`config.mk`:
```
export PLATFORM = sky130hd
export DESIGN_NAME = adc_slice_top
export DESIGN_NICKNAME = d
export VERILOG_FILES = /design/src/hw/adc_slice_pkg.sv /design/src/hw/adc_slice_top.sv /design/src/hw/adc_window_cmp.sv
export SDC_FILE = /design/constraint.sdc
export NUM_CORES = 1
export LEC_CHECK = 0
export ABC_AREA = 0
export BUFFER_PORTS_ARGS = -buffer_cell sky130_fd_sc_hd__buf_4
export CAP_MARGIN = 20
export CORE_ASPECT_RATIO = 1.1
export CORE_MARGIN = 3
export CORE_UTILIZATION = 41
export DETAILED_ROUTE_END_ITERATION = 6
export MAX_ROUTING_LAYER = met4
export PLACE_DENSITY = 0.61
export RECOVER_POWER = 25
export SLEW_MARGIN = 20
export SYNTH_ARGS = -nofsm -noshare
export SYNTH_HDL_FRONTEND = slang
export SYNTH_SLANG_ARGS = --single-unit
```
`constraint.sdc`:
```
create_clock -name I_REF_CLK -period 5.7 [get_ports I_REF_CLK]
set_clock_uncertainty 0.1 [all_clocks]
set_input_delay 0.57 -clock I_REF_CLK [delete_from_list [all_inputs] [get_ports I_REF_CLK]]
set_output_delay 0.57 -clock I_REF_CLK [all_outputs]
set_load 0.01 [all_outputs]
```
`src/hw/adc_slice_pkg.sv`:
```
/*
  Constants, register indices, field positions and carrier types for the converter
  control slice.
  Assumes a 10 MHz reference clock, one synchronous active-high reset, and software
  access over AXI4-Lite.
*/
// What this block does
// - Single-ended uses positive select only; differential uses positive and negative.
// - Selection fields pass a holding register; idle selection tracks writes continuously.
// - A started conversion freezes the active selection against later writes.
// - Tracking resumes in the last converter-clock cycle before completion.
// - Start command begins conversion at the next converter-clock rising edge.
// - One positive select code routes the temperature sensor to the converter.
// - Differential 32, 64, 128 samples at 12-bit (only 128 at 10-bit) fill 16 bits truncated, ignoring left adjust.
// - A matching result sets the window flag and requests its interrupt.
// - Four conditions: below low, above high, strictly inside, outside.
// - Thresholds from low/high registers; condition from control five mode field.
// - With accumulation compare only after the last sample, once per accumulation.
// - Comparison uses the full accumulated result, never single samples.
// - Valid non-zero mode code enables the comparator; zero disables it.
// - Left adjust keeps the MSB at bit 15 for every accumulation count.
// - Over 16 samples at 12-bit (over 64 at 10-bit), low sum bits are dropped to fit 16 bits.
// - Result right-adjusted by default; left adjust puts top bits high.
// - Interrupt asserted while flag and enable set, until the flag clears.
package adc_slice_pkg;

  // ----------------------------------------------------------------
  // Bus and register map
  // ----------------------------------------------------------------
  localparam int          AXI_ADDR_W   = 8;
  localparam logic [1:0]  RESP_OKAY    = 2'h0;
  localparam logic [1:0]  RESP_SLVERR  = 2'h2;
  localparam logic [5:0]  IDX_CTRL_A   = 6'h00;
  localparam logic [5:0]  IDX_CTRL_B   = 6'h01;
  localparam logic [5:0]  IDX_CTRL_E   = 6'h04;
  localparam logic [5:0]  IDX_POS_SEL  = 6'h08;
  localparam logic [5:0]  IDX_NEG_SEL  = 6'h09;
  localparam logic [5:0]  IDX_COMMAND  = 6'h0A;
  localparam logic [5:0]  IDX_INT_EN   = 6'h0C;
  localparam logic [5:0]  IDX_INT_FLAG = 6'h0D;
  localparam logic [5:0]  IDX_RESULT   = 6'h10;
  localparam logic [5:0]  IDX_WIN_LO   = 6'h12;
  localparam logic [5:0]  IDX_WIN_HI   = 6'h14;

  // ----------------------------------------------------------------
  // Field positions, masks and codes
  // ----------------------------------------------------------------
  localparam int          CTRLA_ENABLE  = 0;
  localparam int          CTRLA_FREERUN = 1;
  localparam int          CTRLA_RES10   = 2;
  localparam int          CTRLA_LEFT_ADJUST_RESULT = 4;
  localparam int          CTRLA_DIFF    = 5;
  localparam int          CMD_START     = 0;
  localparam int          FLAG_RESULT_READY_FLAG   = 0;
  localparam int          FLAG_WINDOW_COMPARE_FLAG     = 1;
  localparam logic [7:0]  MASK_CTRL_A   = 8'hBF;
  localparam logic [7:0]  MASK_3BIT     = 8'h07;
  localparam logic [7:0]  MASK_SEL      = 8'h7F;
  localparam logic [7:0]  MASK_INT      = 8'h03;
  localparam logic [6:0]  SEL_TEMP_SENSE = 7'h42;
  localparam logic [6:0]  SEL_NEG_NONE   = 7'h00;
  localparam logic [2:0]  WIN_OFF       = 3'h0;
  localparam logic [2:0]  WIN_BELOW     = 3'h1;
  localparam logic [2:0]  WIN_ABOVE     = 3'h2;
  localparam logic [2:0]  WIN_INSIDE    = 3'h3;
  localparam logic [2:0]  WIN_OUTSIDE   = 3'h4;
  localparam logic [4:0]  BITS_12       = 5'h0C;
  localparam logic [4:0]  BITS_10       = 5'h0A;
  localparam logic [4:0]  BITS_RESULT   = 5'h10;

  // ----------------------------------------------------------------
  // Timing
  // ----------------------------------------------------------------
  localparam int          REF_CLK_HZ   = 10_000_000;
  localparam int          ADC_CLK_HZ   = 2_500_000;
  localparam int          ADC_DIV      = (REF_CLK_HZ + ADC_CLK_HZ - 1) / ADC_CLK_HZ;
  localparam logic [3:0]  ADC_DIV_LAST = 4'(ADC_DIV - 1);
  localparam logic [3:0]  SAMPLE_LAST  = 4'hE;

  // ----------------------------------------------------------------
  // Carrier types
  // ----------------------------------------------------------------
  typedef enum logic {CONV_IDLE, CONV_RUN} conv_state_t;

  typedef struct packed {
    logic [7:0]  ctrl_a;
    logic [7:0]  ctrl_b;
    logic [7:0]  ctrl_e;
    logic [7:0]  pos_sel;
    logic [7:0]  neg_sel;
    logic [7:0]  int_en;
    logic        start_cmd;
    logic [1:0]  flags;
    logic [15:0] result;
    logic [15:0] win_lo;
    logic [15:0] win_hi;
  } regs_t;

  typedef struct packed {
    logic                  aw_held;
    logic [AXI_ADDR_W-1:0] aw_addr;
    logic                  w_held;
    logic [31:0]           w_data;
    logic [3:0]            w_strb;
    logic                  awready;
    logic                  wready;
    logic                  arready;
    logic                  bvalid;
    logic [1:0]            bresp;
    logic                  rvalid;
    logic [31:0]           rdata;
    logic [1:0]            rresp;
  } axi_t;

endpackage : adc_slice_pkg

```
`src/hw/adc_slice_top.sv`:
```
/*
  Converter control slice: AXI4-Lite register file, channel selection holding and
  locking, conversion sequencing on a divided converter clock, accumulation,
  result formatting and the window comparator with its flags.
  Assumes the analog core returns each sample on I_SAMPLE_DATA, right-justified at
  the chosen resolution, on this same clock, and holds it during the last
  converter-clock cycle of each sample.
*/
`timescale 1ns/1ns
module adc_slice_top
  import adc_slice_pkg::*;
(
  input  wire logic                  I_REF_CLK,
  input  wire logic                  I_RESET,
  input  wire logic                  I_CLK_EN,
  input  wire logic                  I_AWVALID,
  output logic                       O_AWREADY,
  input  wire logic [AXI_ADDR_W-1:0] I_AWADDR,
  input  wire logic [2:0]            I_AWPROT,
  input  wire logic                  I_WVALID,
  output logic                       O_WREADY,
  input  wire logic [31:0]           I_WDATA,
  input  wire logic [3:0]            I_WSTRB,
  output logic                       O_BVALID,
  input  wire logic                  I_BREADY,
  output logic [1:0]                 O_BRESP,
  input  wire logic                  I_ARVALID,
  output logic                       O_ARREADY,
  input  wire logic [AXI_ADDR_W-1:0] I_ARADDR,
  input  wire logic [2:0]            I_ARPROT,
  output logic                       O_RVALID,
  input  wire logic                  I_RREADY,
  output logic [31:0]                O_RDATA,
  output logic [1:0]                 O_RRESP,
  input  wire logic [11:0]           I_SAMPLE_DATA,
  output logic [6:0]                 O_POS_SEL,
  output logic [6:0]                 O_NEG_SEL,
  output logic                       O_DIFF_MODE,
  output logic                       O_TEMP_SENSE_EN,
  output logic                       O_CONV_BUSY,
  output logic                       O_ADC_CLK_TICK,
  output logic                       O_RESULT_READY_FLAG_IRQ,
  output logic                       O_WINDOW_COMPARE_FLAG_IRQ
);

  // ----------------------------------------------------------------
  // State
  // ----------------------------------------------------------------
  typedef struct packed {
    axi_t        axi;
    regs_t       regs;
    conv_state_t conv;
    logic [3:0]  div;
    logic [3:0]  tick_cnt;
    logic [6:0]  samp_cnt;
    logic [19:0] acc;
    logic [6:0]  pos_act;
    logic [6:0]  neg_act;
    logic        diff_act;
    logic        temp_en;
    logic        tick_out;
    logic        result_ready_flag_irq;
    logic        window_compare_flag_irq;
  } state_t;

  state_t q;
  state_t d;

  logic [19:0] sample_ext;
  logic [19:0] acc_sum;
  logic [15:0] new_result;
  logic        win_hit;
  logic        cfg_diff;
  logic        cfg_res10;
  logic [2:0]  cfg_accum;

  // ----------------------------------------------------------------
  // Result formatting
  // ----------------------------------------------------------------
  function automatic logic [15:0] fmt_result(input logic [19:0] sum,
                                             input logic [2:0]  k,
                                             input logic        diff,
                                             input logic        res10,
                                             input logic        ladj);
    logic [4:0]  w;
    logic [4:0]  tr;
    logic [4:0]  ls;
    logic [19:0] t;
    w  = (res10 ? BITS_10 : BITS_12) + {2'h0, k};
    tr = (w > BITS_RESULT) ? 5'(w - BITS_RESULT) : 5'h00;
    ls = (ladj && (w < BITS_RESULT)) ? 5'(BITS_RESULT - w) : 5'h00;
    t  = diff ? 20'($signed(sum) >>> tr) : (sum >> tr);
    return 16'(t[15:0] << ls);
  endfunction : fmt_result

  // Merges a 16-bit write under the byte strobes.
  function automatic logic [15:0] merge16(input logic [15:0] old,
                                          input logic [31:0] data,
                                          input logic [3:0]  strb);
    return {strb[1] ? data[15:8] : old[15:8], strb[0] ? data[7:0] : old[7:0]};
  endfunction : merge16

  function automatic logic [31:0] read_mux(input regs_t r, input logic [5:0] idx);
    logic [31:0] v;
    v = 32'h0000_0000;
    unique case (idx)
      IDX_CTRL_A:   v[7:0]  = r.ctrl_a;
      IDX_CTRL_B:   v[7:0]  = r.ctrl_b;
      IDX_CTRL_E:   v[7:0]  = r.ctrl_e;
      IDX_POS_SEL:  v[7:0]  = r.pos_sel;
      IDX_NEG_SEL:  v[7:0]  = r.neg_sel;
      IDX_COMMAND:  v[CMD_START] = r.start_cmd;
      IDX_INT_EN:   v[7:0]  = r.int_en;
      IDX_INT_FLAG: v[1:0]  = r.flags;
      IDX_RESULT:   v[15:0] = r.result;
      IDX_WIN_LO:   v[15:0] = r.win_lo;
      IDX_WIN_HI:   v[15:0] = r.win_hi;
      default:      v = 32'h0000_0000;
    endcase
    return v;
  endfunction : read_mux

  function automatic logic mapped(input logic [5:0] idx);
    return idx inside {IDX_CTRL_A, IDX_CTRL_B, IDX_CTRL_E, IDX_POS_SEL, IDX_NEG_SEL,
                       IDX_COMMAND, IDX_INT_EN, IDX_INT_FLAG, IDX_RESULT, IDX_WIN_LO,
                       IDX_WIN_HI};
  endfunction : mapped

  // ----------------------------------------------------------------
  // Datapath and comparator
  // ----------------------------------------------------------------
  assign cfg_diff   = q.regs.ctrl_a[CTRLA_DIFF];
  assign cfg_res10  = q.regs.ctrl_a[CTRLA_RES10];
  assign cfg_accum  = q.regs.ctrl_b[2:0];
  assign sample_ext = cfg_res10 ? {{10{I_SAMPLE_DATA[9] & cfg_diff}}, I_SAMPLE_DATA[9:0]}
                                : {{8{I_SAMPLE_DATA[11] & cfg_diff}}, I_SAMPLE_DATA};
  assign acc_sum    = 20'(q.acc + sample_ext);
  assign new_result = fmt_result(acc_sum, cfg_accum, cfg_diff, cfg_res10,
                                 q.regs.ctrl_a[CTRLA_LEFT_ADJUST_RESULT]);

  adc_window_cmp u_cmp (
    .i_result (new_result),
    .i_signed (cfg_diff),
    .i_low    (q.regs.win_lo),
    .i_high   (q.regs.win_hi),
    .i_mode   (q.regs.ctrl_e[2:0]),
    .o_hit    (win_hit)
  );

  // ----------------------------------------------------------------
  // Next state
  // ----------------------------------------------------------------
  always_comb begin
    logic       tick;
    logic       last_tick;
    logic       last_samp;
    logic       track;
    logic [5:0] widx;
    d         = q;
    track     = 1'b0;
    tick      = (q.div == ADC_DIV_LAST);
    last_tick = (q.tick_cnt == SAMPLE_LAST);
    last_samp = (q.samp_cnt == 7'((8'h01 << cfg_accum) - 8'h01));
    widx      = q.axi.aw_addr[7:2];
    d.div     = tick ? 4'h0 : 4'(q.div + 4'h1);
    d.tick_out = tick;

    // Bus write channel.
    if (I_AWVALID && q.axi.awready) begin
      d.axi.aw_held = 1'b1;
      d.axi.aw_addr = I_AWADDR;
    end
    if (I_WVALID && q.axi.wready) begin
      d.axi.w_held = 1'b1;
      d.axi.w_data = I_WDATA;
      d.axi.w_strb = I_WSTRB;
    end
    if (q.axi.bvalid && I_BREADY) begin
      d.axi.bvalid = 1'b0;
    end
    if (q.axi.aw_held && q.axi.w_held && !q.axi.bvalid) begin
      d.axi.aw_held = 1'b0;
      d.axi.w_held  = 1'b0;
      d.axi.bvalid  = 1'b1;
      d.axi.bresp   = mapped(widx) ? RESP_OKAY : RESP_SLVERR;
      if (q.axi.w_strb[0]) begin
        unique case (widx)
          IDX_CTRL_A:   d.regs.ctrl_a  = q.axi.w_data[7:0] & MASK_CTRL_A;
          IDX_CTRL_B:   d.regs.ctrl_b  = q.axi.w_data[7:0] & MASK_3BIT;
          IDX_CTRL_E:   d.regs.ctrl_e  = q.axi.w_data[7:0] & MASK_3BIT;
          IDX_POS_SEL:  d.regs.pos_sel = q.axi.w_data[7:0] & MASK_SEL;
          IDX_NEG_SEL:  d.regs.neg_sel = q.axi.w_data[7:0] & MASK_SEL;
          IDX_COMMAND:  d.regs.start_cmd = q.regs.start_cmd | q.axi.w_data[CMD_START];
          IDX_INT_EN:   d.regs.int_en  = q.axi.w_data[7:0] & MASK_INT;
          IDX_INT_FLAG: d.regs.flags   = q.regs.flags & ~q.axi.w_data[1:0];
          default:      d.regs = d.regs;
        endcase
      end
      unique case (widx)
        IDX_WIN_LO: d.regs.win_lo = merge16(q.regs.win_lo, q.axi.w_data, q.axi.w_strb);
        IDX_WIN_HI: d.regs.win_hi = merge16(q.regs.win_hi, q.axi.w_data, q.axi.w_strb);
        default:    d.regs = d.regs;
      endcase
    end

    // Bus read channel.
    if (q.axi.rvalid && I_RREADY) begin
      d.axi.rvalid = 1'b0;
    end
    if (I_ARVALID && q.axi.arready) begin
      d.axi.rvalid = 1'b1;
      d.axi.rdata  = read_mux(q.regs, I_ARADDR[7:2]);
      d.axi.rresp  = mapped(I_ARADDR[7:2]) ? RESP_OKAY : RESP_SLVERR;
    end

    // Conversion sequencing on the converter clock.
    unique case (q.conv)
      CONV_IDLE: begin
        track = 1'b1;
        if (tick && q.regs.start_cmd && q.regs.ctrl_a[CTRLA_ENABLE]) begin
          d.conv     = CONV_RUN;
          d.tick_cnt = 4'h0;
          d.samp_cnt = 7'h00;
          d.acc      = 20'h0_0000;
        end
      end
      CONV_RUN: begin
        track = last_samp && last_tick;
        if (tick) begin
          if (last_tick) begin
            d.tick_cnt = 4'h0;
            d.acc      = acc_sum;
            d.samp_cnt = 7'(q.samp_cnt + 7'h01);
            if (last_samp) begin
              d.conv = CONV_IDLE;
              d.regs.result = new_result;
              d.regs.flags[FLAG_RESULT_READY_FLAG] = 1'b1;
              if (win_hit) begin
                d.regs.flags[FLAG_WINDOW_COMPARE_FLAG] = 1'b1;
              end
              if (!q.regs.ctrl_a[CTRLA_FREERUN]) begin
                d.regs.start_cmd = 1'b0;
              end
            end
          end else begin
            d.tick_cnt = 4'(q.tick_cnt + 4'h1);
          end
        end
      end
    endcase

    if (!q.regs.ctrl_a[CTRLA_ENABLE]) begin
      d.conv = CONV_IDLE;
    end

    if (track) begin
      d.pos_act  = d.regs.pos_sel[6:0];
      d.diff_act = d.regs.ctrl_a[CTRLA_DIFF];
      d.neg_act  = d.regs.ctrl_a[CTRLA_DIFF] ? d.regs.neg_sel[6:0] : SEL_NEG_NONE;
    end

    d.temp_en     = (d.pos_act == SEL_TEMP_SENSE);
    d.result_ready_flag_irq  = d.regs.flags[FLAG_RESULT_READY_FLAG] & d.regs.int_en[FLAG_RESULT_READY_FLAG];
    d.window_compare_flag_irq    = d.regs.flags[FLAG_WINDOW_COMPARE_FLAG] & d.regs.int_en[FLAG_WINDOW_COMPARE_FLAG];
    d.axi.awready = !d.axi.aw_held && !d.axi.bvalid;
    d.axi.wready  = !d.axi.w_held && !d.axi.bvalid;
    d.axi.arready = !d.axi.rvalid;
  end

  // ----------------------------------------------------------------
  // Registers
  // ----------------------------------------------------------------
  always_ff @(posedge I_REF_CLK) begin
    if (I_RESET) begin
      q <= '0;
    end else if (I_CLK_EN) begin
      q <= d;
    end
  end

  // ----------------------------------------------------------------
  // Outputs
  // ----------------------------------------------------------------
  assign O_AWREADY       = q.axi.awready;
  assign O_WREADY        = q.axi.wready;
  assign O_BVALID        = q.axi.bvalid;
  assign O_BRESP         = q.axi.bresp;
  assign O_ARREADY       = q.axi.arready;
  assign O_RVALID        = q.axi.rvalid;
  assign O_RDATA         = q.axi.rdata;
  assign O_RRESP         = q.axi.rresp;
  assign O_POS_SEL       = q.pos_act;
  assign O_NEG_SEL       = q.neg_act;
  assign O_DIFF_MODE     = q.diff_act;
  assign O_TEMP_SENSE_EN = q.temp_en;
  assign O_CONV_BUSY     = (q.conv == CONV_RUN);
  assign O_ADC_CLK_TICK  = q.tick_out;
  assign O_RESULT_READY_FLAG_IRQ    = q.result_ready_flag_irq;
  assign O_WINDOW_COMPARE_FLAG_IRQ      = q.window_compare_flag_irq;

endmodule : adc_slice_top

```
`src/hw/adc_window_cmp.sv`:
```
/*
  Window comparator: tests one result against the low and high thresholds.
  Assumes the caller presents a stable result and registers the hit.
*/
`timescale 1ns/1ns
module adc_window_cmp
  import adc_slice_pkg::*;
(
  input  wire logic [15:0] i_result,
  input  wire logic        i_signed,
  input  wire logic [15:0] i_low,
  input  wire logic [15:0] i_high,
  input  wire logic [2:0]  i_mode,
  output logic             o_hit
);

  logic below;
  logic above;

  always_comb begin
    if (i_signed) begin
      below = $signed(i_result) < $signed(i_low);
      above = $signed(i_result) > $signed(i_high);
    end else begin
      below = i_result < i_low;
      above = i_result > i_high;
    end
    case (i_mode)
      WIN_BELOW:   o_hit = below;
      WIN_ABOVE:   o_hit = above;
      WIN_INSIDE:  o_hit = !below && !above && (i_result != i_low) && (i_result != i_high);
      WIN_OUTSIDE: o_hit = below || above;
      default:     o_hit = 1'b0;
    endcase
  end

endmodule : adc_window_cmp

```
==> results of run 1 <==
-- stage by stage --
| step | utilization | hold WS (ps) | cells |
|---|---|---|---|
| after floorplan | - | 336 | 1670 |
| after global placement | 0.492 | 345 | 2213 |
| after detailed placement | 0.492 | 351 | 2213 |
| after CTS | 0.520 | 241 | 2253 |
| after global routing | 0.543 | 255 | 2267 |
| final | 0.543 | 255 | 2267 |
-- where the power goes --
group          total, uW  leakage, uW  switching (uW)  internal, uW
registers           1310      0.00149            15.6          1290
clock network       1200     0.000286             608           594
logic                294      0.00485             164           130
-- path summary, 6_finish.rpt --
check / endpoint / cells after the start
max: O_WINDOW_COMPARE_FLAG_IRQ / 25
min reg2reg: q[22] / 2
max reg2reg: O_WINDOW_COMPARE_FLAG_IRQ / 25
min: q[234] / 3
-- final cells by class --
class	count	area [um2]	area share
multi-input cells	1285	8710	0.540
well taps	374	468	0.0290
repair buffers	344	2480	0.154
flip-flops and latches	184	3690	0.229
clock inverters	15	176	0.0109
inverters	48	183	0.0113
clock buffers	17	425	0.0264
-- critical path, delay by kind of cell, from the launching register on --
family,cells,cell delay (ps)
DFF,1,400
AOI/OAI and AO/OA,14,2740
buffers and inverters,1,50
muxes,2,460
and+or+nand+nor,6,1150
adders and majority gates,2,580
-- synthesized netlist by cell type, types with 7 or more instances --
| cell | number |
|---|---|
| xnor2_1 | 10 |
| nor3_1 | 47 |
| o21a_1 | 10 |
| buf_4 | 50 |
| inv_1 | 48 |
| clkbuf_1 | 87 |
| xor2_1 | 17 |
| mux2i_1 | 102 |
| a21oi_1 | 142 |
| ha_1 | 58 |
| o21ai_0 | 67 |
| nand3_1 | 64 |
| o211ai_1 | 10 |
| and2_1 | 15 |
| nor2_1 | 237 |
| o22ai_1 | 10 |
| and3_1 | 10 |
| nand2b_1 | 13 |
| buf_2 | 9 |
| nand4_1 | 22 |
| a211oi_1 | 14 |
| nand2_1 | 197 |
| nor4_1 | 12 |
| a22oi_1 | 31 |
| a21o_1 | 13 |
| a31oi_1 | 18 |
| dfxtp_1 | 184 |
| nor2b_1 | 11 |
| o21ai_1 | 7 |
-- layout by cell type, fill, tap and decap left out, types with 6 or more instances in the layout --
| master | instances |
|---|---|
| buf_6 | 11 |
| a211oi_1 | 11 |
| clkbuf_16 | 17 |
| nor2b_1 | 10 |
| o211ai_1 | 10 |
| nand2b_1 | 12 |
| xnor2_1 | 8 |
| nor3_1 | 40 |
| nand3_1 | 61 |
| inv_1 | 47 |
| nand2_1 | 188 |
| a22oi_1 | 26 |
| conb_1 | 18 |
| nor2_2 | 11 |
| a21oi_2 | 16 |
| a21oi_1 | 126 |
| nor2_1 | 226 |
| ha_4 | 12 |
| clkbuf_1 | 44 |
| nor4_1 | 8 |
| o22ai_1 | 6 |
| xor2_1 | 17 |
| a21o_1 | 13 |
| and2_1 | 12 |
| o21ai_0 | 45 |
| o21ai_1 | 18 |
| mux2i_1 | 99 |
| nor3_2 | 8 |
| buf_4 | 287 |
| dfxtp_1 | 181 |
| and3_1 | 9 |
| o21ai_2 | 10 |
| nand4_1 | 22 |
| a31oi_1 | 12 |
| nand2_2 | 6 |
| ha_1 | 45 |
| o21a_1 | 8 |
-- per-layer routing --
metal / routed length (um) / up-vias
met1: 17900 / 6219
li1: - / 6293
met4: 1640 / 0
met3: 1740 / 99
met2: 20900 / 377
met5: 0 / -
-- state kept, by name, summed over array words and instances, names as in the netlist, 3 cells and up --
register / cells
cfg_accum: 3
O_NEG_SEL: 7
O_POS_SEL: 7
O_RDATA: 16
q: 136
-- kinds of logic after synthesis --
logic type      Yosys count  synth area share
simple gates            675             0.248
compound gates          396             0.209
buf+inv                 201            0.0772
flops                   184             0.296
mux                     109            0.0892
fa+ha+maj                60            0.0615
xor+xnor                 27            0.0190
other cells               1          0.000301
-- timing repair --
item | CTS | global route
setup buffers | 8 | 16
hold buffers | 0 | 0
gates resized for setup | 50 | 146
endpoints found under the setup margin | 2 | 2
pin swaps | 24 | 74
==> reports/results.ini, run 1 <==
[floorplan]
placementRows = 66
die_w_um = 172
die_area_um2 = 32500
io_pins = 139
start_util = 0.419
coreArea_um2 = 29700
die_h_um = 189

[routing]
dr.pass1.iters = 6
ant_nets = 0
wire_per_inst_um = 18.6
drc = 0
routed_wl_mm = 42.3
viasPerCell = 5.73
vias = 12988
initialDrtViolationCount = 768

[logic_synthesis]
synth_top_area_share = 0.296
syn_inst = 1653
yosys_warnings = 0
synthTopCellsByArea = dfxtp_1 (30%), mux2i_1 (8.2%), nor2_1 (7.1%)
ys.flop_type = dfxtp_1
synth-edff-count = 0
synth_seq_cells = 184
synth_cell_types = 87
postSynthAreaPerCell_um2 = 7.53
synth_largest_area_cell = dfxtp_1
netlist_area_um2 = 12500
synth_seq_area_share = 0.296
synthArstFlopShare = 0

[worst_setup_path]
reg2reg_slack_ps = 110
slowest_stage = or4_4
max_stage_delay_ps = 530
end_kind = flop
regToRegStartpoint = cfg_res10
crit_start = cfg_res10
path_max_fanout = 7
critPathRequiredTime_ps = 5950
start_kind = flop
path_class = flop to flop
arrival_ps = 5840
cpMostUsedCell = a21o_1

[global_route]
antenna_found_initial = 0
grt_pass1_vias = 12443
grt_pass1_wl_mm = 65.5
met2_usage = 0.434
grt_max_degree = 101
grt_overflow = 0
gr-usage-met3 = 0.0275
gr-usage-all-layers = 0.258
use_met1 = 0.316
grt.busiest_layer = met2

[hold_path]
hold_class = input pin to flop
hold_path_startpoint = I_AWADDR[2]

[sta]
slew_headroom = -0.483
setup-violations-final = 0
min_period_ps = 5590
fmax_mhz = 179
setup-tns-final_ps = 0
rsz0062_at_grt = yes
worst_slew_pin_slew_ps = 2220
setup_ws_ps = 110
finalCritPeriodShare = 0.981
finalHoldViolations = 0
drv_slew = 51

[finish]
final_cell_area_um2 = 16100
n_fill_cell = 2901
diodes = 0
drive_gt1_frac = 0.263
syn2layout_area_growth_pct = 29.6
final_nets = 2018

[power_and_ir_drop]
ir_drop_mv = 0.145
leakage_uw = 0.00663
finalPower_uw = 2810
powerDensity_nw_per_um2 = 174

[run]
maxCapViolations = 1

[clocking]
cts_tree = built
cts.sinks = 184
cts_buffers = 17
cts-root-buf = clkbuf_16
cts.path.max_buffers = 2
path_clk_slew_ps = 80
insertion_delay_ps = 450
htree_levels = 4

[placement]
preCtsSetupSlack_ps = -471
place_hpwl_mm = 31.5
numPortBuffers = 92
postPlaceCellArea_um2 = 14600
routabilityCongestion = 0.927

[status]
violations = capacitance limit, slew limit
status = finished, violations left

No activity file was read; power rests on OpenSTA's default activity.
==> inputs of run 2 (changes only) <==
--- a/config.mk
+++ b/config.mk
@@ -8,12 +8,14 @@
 export ABC_AREA = 0
 export BUFFER_PORTS_ARGS = -buffer_cell sky130_fd_sc_hd__buf_4
 export CAP_MARGIN = 20
+export CELL_PAD_IN_SITES_DETAIL_PLACEMENT = 1
+export CELL_PAD_IN_SITES_GLOBAL_PLACEMENT = 1
 export CORE_ASPECT_RATIO = 1.1
 export CORE_MARGIN = 3
-export CORE_UTILIZATION = 41
+export CORE_UTILIZATION = 40
 export DETAILED_ROUTE_END_ITERATION = 6
 export MAX_ROUTING_LAYER = met4
-export PLACE_DENSITY = 0.61
+export PLACE_DENSITY = 0.77
 export RECOVER_POWER = 25
 export SLEW_MARGIN = 20
 export SYNTH_ARGS = -nofsm -noshare
==> reports/results.ini, run 2 (synthesis results as in run 1) <==
[hold_path]
hold_end = q[234]
whs_path_depth = 3  ; unchanged
hold_path_startpoint = I_AWADDR[2]
hold_class = input pin to flop

[clocking]
cts.sinks = 184  ; unchanged
cts_buffers = 17  ; unchanged
cts_tree = built
cts-root-buf = clkbuf_16
htree_levels = 4  ; unchanged
insertion_delay_ps = 450  ; about the same
hold_buffers = 0  ; unchanged
path_clk_slew_ps = 80  ; about the same
cts.path.max_buffers = 2  ; unchanged

[floorplan]
coreArea_um2 = 30600  ; +2.9%
start_util = 0.407  ; -0.0119
io_pins = 139  ; unchanged
placementRows = 67  ; +1.5%
die_w_um = 174  ; +1.2%
die_area_um2 = 33300  ; +2.4%
die_h_um = 191  ; +1.2%

[sta]
drv_slew = 0  ; -100%
rsz0062_at_grt = yes
finalHoldViolations = 0  ; unchanged
finalCritPeriodShare = 1.00  ; +0.0226
setup_ws_ps = -19.2  ; -129 ps
min_period_ps = 5720  ; +129 ps
setup-violations-final = 1  ; +1
fmax_mhz = 175  ; -2.3%
slew_headroom = 0.344  ; +0.827
worst_slew_pin_slew_ps = 984  ; -1240 ps
setup-tns-final_ps = -19.2  ; -19.2 ps

[worst_setup_path]
worstRegToRegCells = 27  ; +8.0%
timing.rr.end = O_WINDOW_COMPARE_FLAG_IRQ
path_max_fanout = 8  ; +1
reg2reg_slack_ps = -20  ; -130 ps
arrival_ps = 5980  ; +140 ps
cpMostUsedCell = a21o_1
max_stage_delay_ps = 490  ; -40 ps
start_kind = flop
critPathRequiredTime_ps = 5960  ; about the same
slowest_stage = fa_1
path_class = flop to flop
end_kind = flop
regToRegStartpoint = cfg_res10

[global_route]
grt_max_degree = 171  ; +69%
gr-usage-all-layers = 0.287  ; +0.0293
grt_pass1_vias = 13759  ; +11%
grt_overflow = 0  ; unchanged
grt_pass1_wl_mm = 75.0  ; +14%
antenna_found_initial = 0  ; unchanged

[placement]
numPortBuffers = 92  ; unchanged
place_hpwl_mm = 35.6  ; +13%
routabilityCongestion = 0.978  ; +5.5%

[routing]
drc = 0  ; unchanged
routed_wl_mm = 48.1  ; +14%
vias = 13380  ; +3.0%
initialDrtViolationCount = 784  ; +2.1%
viasPerCell = 5.79  ; +1.1%
dr.pass1.iters = 5  ; -1
wire_per_inst_um = 20.8  ; +12%
ant_nets = 0  ; unchanged

[finish]
n_fill_cell = 3764  ; +30%
top_register = q
syn2layout_area_growth_pct = 30.0
diodes = 0  ; unchanged
final_nets = 2022  ; +0.20%
largest_register_ffs = 136  ; unchanged
fin_util = 0.529  ; -0.0137
final_cell_mix = buf_4 (339), nor2_1 (228), nand2_1 (186)
drive_gt1_frac = 0.274  ; +0.0110
final_common_cell = buf_4

[power_and_ir_drop]
leakage_uw = 0.00679  ; +2.5%
ir_drop_mv = 0.163  ; +12%
powerDensity_nw_per_um2 = 174  ; -0.21%

[status]
status = finished, violations left
violations = setup timing

[run]
maxCapViolations = 0  ; -1

run 2: changes by cell type in the layout (fill, tap and decap cells not counted), sizes merged:
| cell | change |
|---|---|
| buf | +48 |
| clkbuf | -43 |
| clkinv | -1 |
run 2: stage by stage:
| stage | total power, uW | cell area [um2] | instances | hold WS, ps | worst slack [ps] |
|---|---|---|---|---|---|
| 2_1_floorplan | 1490 | 12500 | 1670 | 336 | 204 |
| 3_3_place_gp | 1610 | 14800 | 2264 | 342 | -405 |
| 3_5_place_dp | 1620 | 14800 | 2264 | 352 | -711 |
| 4_1_cts | 2810 | 15700 | 2301 | 245 | -11.5 |
| 5_1_grt | 2900 | 16200 | 2311 | 259 | -259 |
| 6_report | 2810 | 16200 | 2311 | 253 | -19.2 |
run 2: cell type report:
type                            count  area (um2)  share of cell area
Multi-Input combinational cell   1285        8560               0.529
Sequential cell                   184        3690               0.228
Timing Repair Buffer              348        2670               0.165
Tap cell                          414         518              0.0320
Clock buffer                       18         439              0.0271
Inverter                           48         180              0.0111
Clock inverter                     14         135             0.00835
run 2: where the power goes:
part / switching (uW) / leakage (uW) / internal, uW / total (uW)
clock network: 609 / 0.000279 / 591 / 1200
registers: 15.5 / 0.00149 / 1290 / 1310
logic: 168 / 0.00503 / 132 / 300
total: 792 / 0.00679 / 2020 / 2810
run 2: worst max path at each step:
stage / startpoint / cells after the start / to
6_report: cfg_res10 / 27 / O_WINDOW_COMPARE_FLAG_IRQ
5_1_grt: q[19] / 25 / O_WINDOW_COMPARE_FLAG_IRQ
2_1_floorplan: I_SAMPLE_DATA[9] / 26 / q[104]
4_1_cts: cfg_res10 / 28 / O_WINDOW_COMPARE_FLAG_IRQ
3_3_place_gp: I_SAMPLE_DATA[9] / 31 / q[104]
3_5_place_dp: I_SAMPLE_DATA[9] / 30 / O_WINDOW_COMPARE_FLAG_IRQ
run 2: critical path: cells and delay by family (launching register included):
| family | cells | cell delay [ps] |
|---|---|---|
| and+or+nand+nor | 6 | 750 |
| adders and majority gates | 4 | 1110 |
| AOI/OAI and AO/OA | 13 | 2650 |
| DFF | 1 | 370 |
| muxes | 1 | 130 |
| buffers and inverters | 3 | 490 |
run 2: timing repair:
action / in CTS / in global routing
gates resized for setup: 73 / 80
endpoints found under the hold margin: 0 / 0
pin swaps: 30 / 51
endpoints found under the setup margin: 2 / 2
buffers inserted: 6 / 11
run 2: per-layer routing:
metal | part of all wire | global-route usage | vias up
met5 | 0 | - | -
met3 | 0.033 | 0.0286 | 113
li1 | - | - | 6292
met4 | 0.035 | 0.111 | 0
met1 | 0.41 | 0.323 | 6613
met2 | 0.52 | 0.524 | 362
==> inputs of run 3 (changes only) <==
--- a/config.mk
+++ b/config.mk
@@ -15,9 +15,10 @@
 export CORE_UTILIZATION = 40
 export DETAILED_ROUTE_END_ITERATION = 6
 export MAX_ROUTING_LAYER = met4
-export PLACE_DENSITY = 0.77
+export PLACE_DENSITY = 0.76
 export RECOVER_POWER = 25
 export SLEW_MARGIN = 20
 export SYNTH_ARGS = -nofsm -noshare
 export SYNTH_HDL_FRONTEND = slang
+export SYNTH_HIERARCHICAL = 1
 export SYNTH_SLANG_ARGS = --single-unit
==> reports/results.ini, run 3 <==
[finish]
final_nets = 2050  ; +1.4%
drive_gt1_frac = 0.289  ; +0.0154
top_register = q
final_cell_mix = buf_4 (362), nor2_1 (198), dfxtp_1 (183)
syn2layout_area_growth_pct = 33.5
final_common_cell = buf_4
final_cell_area_um2 = 16900  ; +4.1%
diodes = 0  ; unchanged
largest_register_ffs = 136  ; unchanged
fin_util = 0.548  ; +0.0189

[worst_setup_path]
max_stage_delay_ps = 400  ; -90 ps
slowest_stage = dfxtp_4
end_kind = flop
path_max_fanout = 9  ; +1
cpMostUsedCell = buf_4
worstRegToRegCells = 28  ; +3.7%
arrival_ps = 6280  ; +300 ps
reg2reg_slack_ps = -320  ; -300 ps
start_kind = flop
critPathRequiredTime_ps = 5970  ; about the same
regToRegStartpoint = cfg_res10
timing.rr.end = O_WINDOW_COMPARE_FLAG_IRQ
path_class = flop to flop

[logic_synthesis]
postSynthAreaPerCell_um2 = 7.85  ; +4.2%
synth_seq_cells = 184  ; unchanged
synth-edff-count = 0  ; unchanged
synth_cell_types = 95  ; +9.2%
netlist_area_um2 = 12600  ; +1.4%
ys_top_cells_by_count = nor2_1 (206), dfxtp_1 (184), nand2_1 (160), a21oi_1 (121), mux2i_1 (102)
syn_inst = 1609  ; -2.7%
synth_seq_area_share = 0.292  ; -0.00416
yosys_warnings = 6  ; +6
synth_most_common_cell = nor2_1
synth_top_area_share = 0.292  ; -0.00416
synthArstFlopShare = 0  ; unchanged
synthTopCellsByArea = dfxtp_1 (29%), mux2i_1 (8.1%), nor2_1 (6.1%)
synth_largest_area_cell = dfxtp_1
ys.flop_type = dfxtp_1

[global_route]
grt_pass1_vias = 14497  ; +5.4%
grt_max_degree = 66  ; -61%
antenna_found_initial = 0  ; unchanged
gr-usage-all-layers = 0.300  ; +0.0134
grt_overflow = 0  ; unchanged
grt_pass1_wl_mm = 79.0  ; +5.5%

[routing]
ant_nets = 0  ; unchanged
drc = 0  ; unchanged
wire_per_inst_um = 22.2  ; +6.6%
viasPerCell = 5.96  ; +3.0%
initialDrtViolationCount = 1031  ; +32%
dr.pass1.iters = 7  ; +2
vias = 13942  ; +4.2%
routed_wl_mm = 51.8  ; +7.9%

[floorplan]
start_util = 0.410  ; +0.00356
die_h_um = 192  ; +0.69%
placementRows = 67  ; unchanged
coreArea_um2 = 30800  ; +0.55%
io_pins = 139  ; unchanged
die_w_um = 175  ; +0.69%
die_area_um2 = 33700  ; +1.4%

[clocking]
cts-root-buf = clkbuf_16
cts_tree = built
path_clk_slew_ps = 80  ; about the same
cts.sinks = 184  ; unchanged
htree_levels = 4  ; unchanged
insertion_delay_ps = 460  ; about the same
cts.path.max_buffers = 2  ; unchanged
cts_buffers = 17  ; unchanged

[placement]
postPlaceCellArea_um2 = 15400  ; +4.0%
routabilityCongestion = 0.937  ; -4.2%
preCtsSetupSlack_ps = -850  ; -139 ps
place_hpwl_mm = 36.8  ; +3.3%
numPortBuffers = 92  ; unchanged

[sta]
setup_ws_ps = -318  ; -299 ps
rsz0062_at_grt = yes
slew_headroom = -0.799  ; -1.14
fmax_mhz = 166  ; -5.0%
setup-violations-final = 2  ; +1
min_period_ps = 6020  ; +299 ps
worst_slew_pin_slew_ps = 2700  ; +1720 ps
drv_slew = 62  ; +62
finalCritPeriodShare = 1.06  ; +0.0524
finalHoldViolations = 0  ; unchanged

[power_and_ir_drop]
ir_drop_mv = 0.171  ; +5.2%
finalPower_uw = 2880  ; +2.7%
leakage_uw = 0.00697  ; +2.6%
powerDensity_nw_per_um2 = 171  ; -1.4%

[run]
maxCapViolations = 1  ; +1

[hold_path]
hold_path_startpoint = I_AWADDR[6]
hold_class = input pin to flop
hold_end = q[238]
whs_path_depth = 3  ; unchanged

[status]
violations = capacitance limit, slew limit, setup timing
status = finished, violations left

[run 3: cell count changes in the layout (fill, tap and decap cells not counted), sizes merged, moves of 11 or more]
| cell | delta |
|---|---|
| a311oi | +12 |
| nor2 | -34 |
| nand3 | -21 |
| a22o | +21 |
| buf | +20 |
| inv | +11 |
| a22oi | -18 |
| a21oi | -22 |
| a211oi | +17 |
| clkbuf | +45 |
| nand2 | -35 |
| o21ai | -23 |
[run 3: cell families (layout without fill, tap and decap cells)]
logic type      after synthesis  in the layout  share of synthesized area
fa+ha+maj                    61             61                     0.0616
flops                       184            184                      0.292
other cells                   1             18                   0.000297
mux                         111            111                     0.0898
buf+inv                     205            503                     0.0778
simple gates                585            585                      0.215
compound gates              433            433                      0.243
xor+xnor                     29             29                     0.0201
[run 3: cell type report]
cell class              instances  area [um2]
fillers                      3739       13900
multi-input cells            1237        8860
flip-flops and latches        184        3690
repair buffers                414        2970
well taps                     414         518
clock buffers                  17         425
inverters                      57         219
clock inverters                15         175
[run 3: how the worst max path moves through the flow]
stage          slack [ps]               from                   endpoint
6_report             -320          cfg_res10  O_WINDOW_COMPARE_FLAG_IRQ
5_1_grt              -480              q[23]  O_WINDOW_COMPARE_FLAG_IRQ
4_1_cts              -270          cfg_res10                     q[104]
3_5_place_dp         -850  I_SAMPLE_DATA[11]  O_WINDOW_COMPARE_FLAG_IRQ
3_3_place_gp         -660  I_SAMPLE_DATA[11]  O_WINDOW_COMPARE_FLAG_IRQ
2_1_floorplan         0.4          cfg_res10  O_WINDOW_COMPARE_FLAG_IRQ
[run 3: layer usage]
| layer | GRT usage | part of all wire |
|---|---|---|
| met1 | 0.355 | 0.42 |
| met2 | 0.524 | 0.51 |
| met3 | 0.0382 | 0.042 |
| met4 | 0.112 | 0.033 |
| met5 | - | 0 |
[run 3: worst max-delay path: cells and delay by family, from the launching register on]
kind | cells | cell delay [ps]
fa+ha+maj | 2 | 600
compound gates | 9 | 2290
mux | 1 | 330
xor+xnor | 1 | 170
flops | 1 | 400
simple gates | 7 | 920
buf+inv | 8 | 1100
[run 3: timing repair]
item / CTS / global route
pin swaps: 37 / 47
setup endpoints to repair: 2 / 2
resized for setup: 82 / 78
hold buffers: 0 / 0
setup buffers: 32 / 9
hold endpoints to repair: 0 / 0
[run 3: per-stage QoR]
| stage | std cells | TNS, ps | hold WS [ps] |
|---|---|---|---|
| global placement | 2266 | -1310 | 347 |
| global route | 2338 | -954 | 253 |
| detailed placement | 2266 | -1680 | 358 |
| floorplan | 1626 | 0 | 332 |
| CTS | 2330 | -535 | 246 |
| finish | 2338 | -601 | 250 |
[run 3: report_power, final]
part	internal [uW]	leakage, uW	switching [uW]	total (uW)
Combinational	140	0.00519	187	327
Sequential	1300	0.00149	19.9	1320
Clock	596	0.000288	642	1240
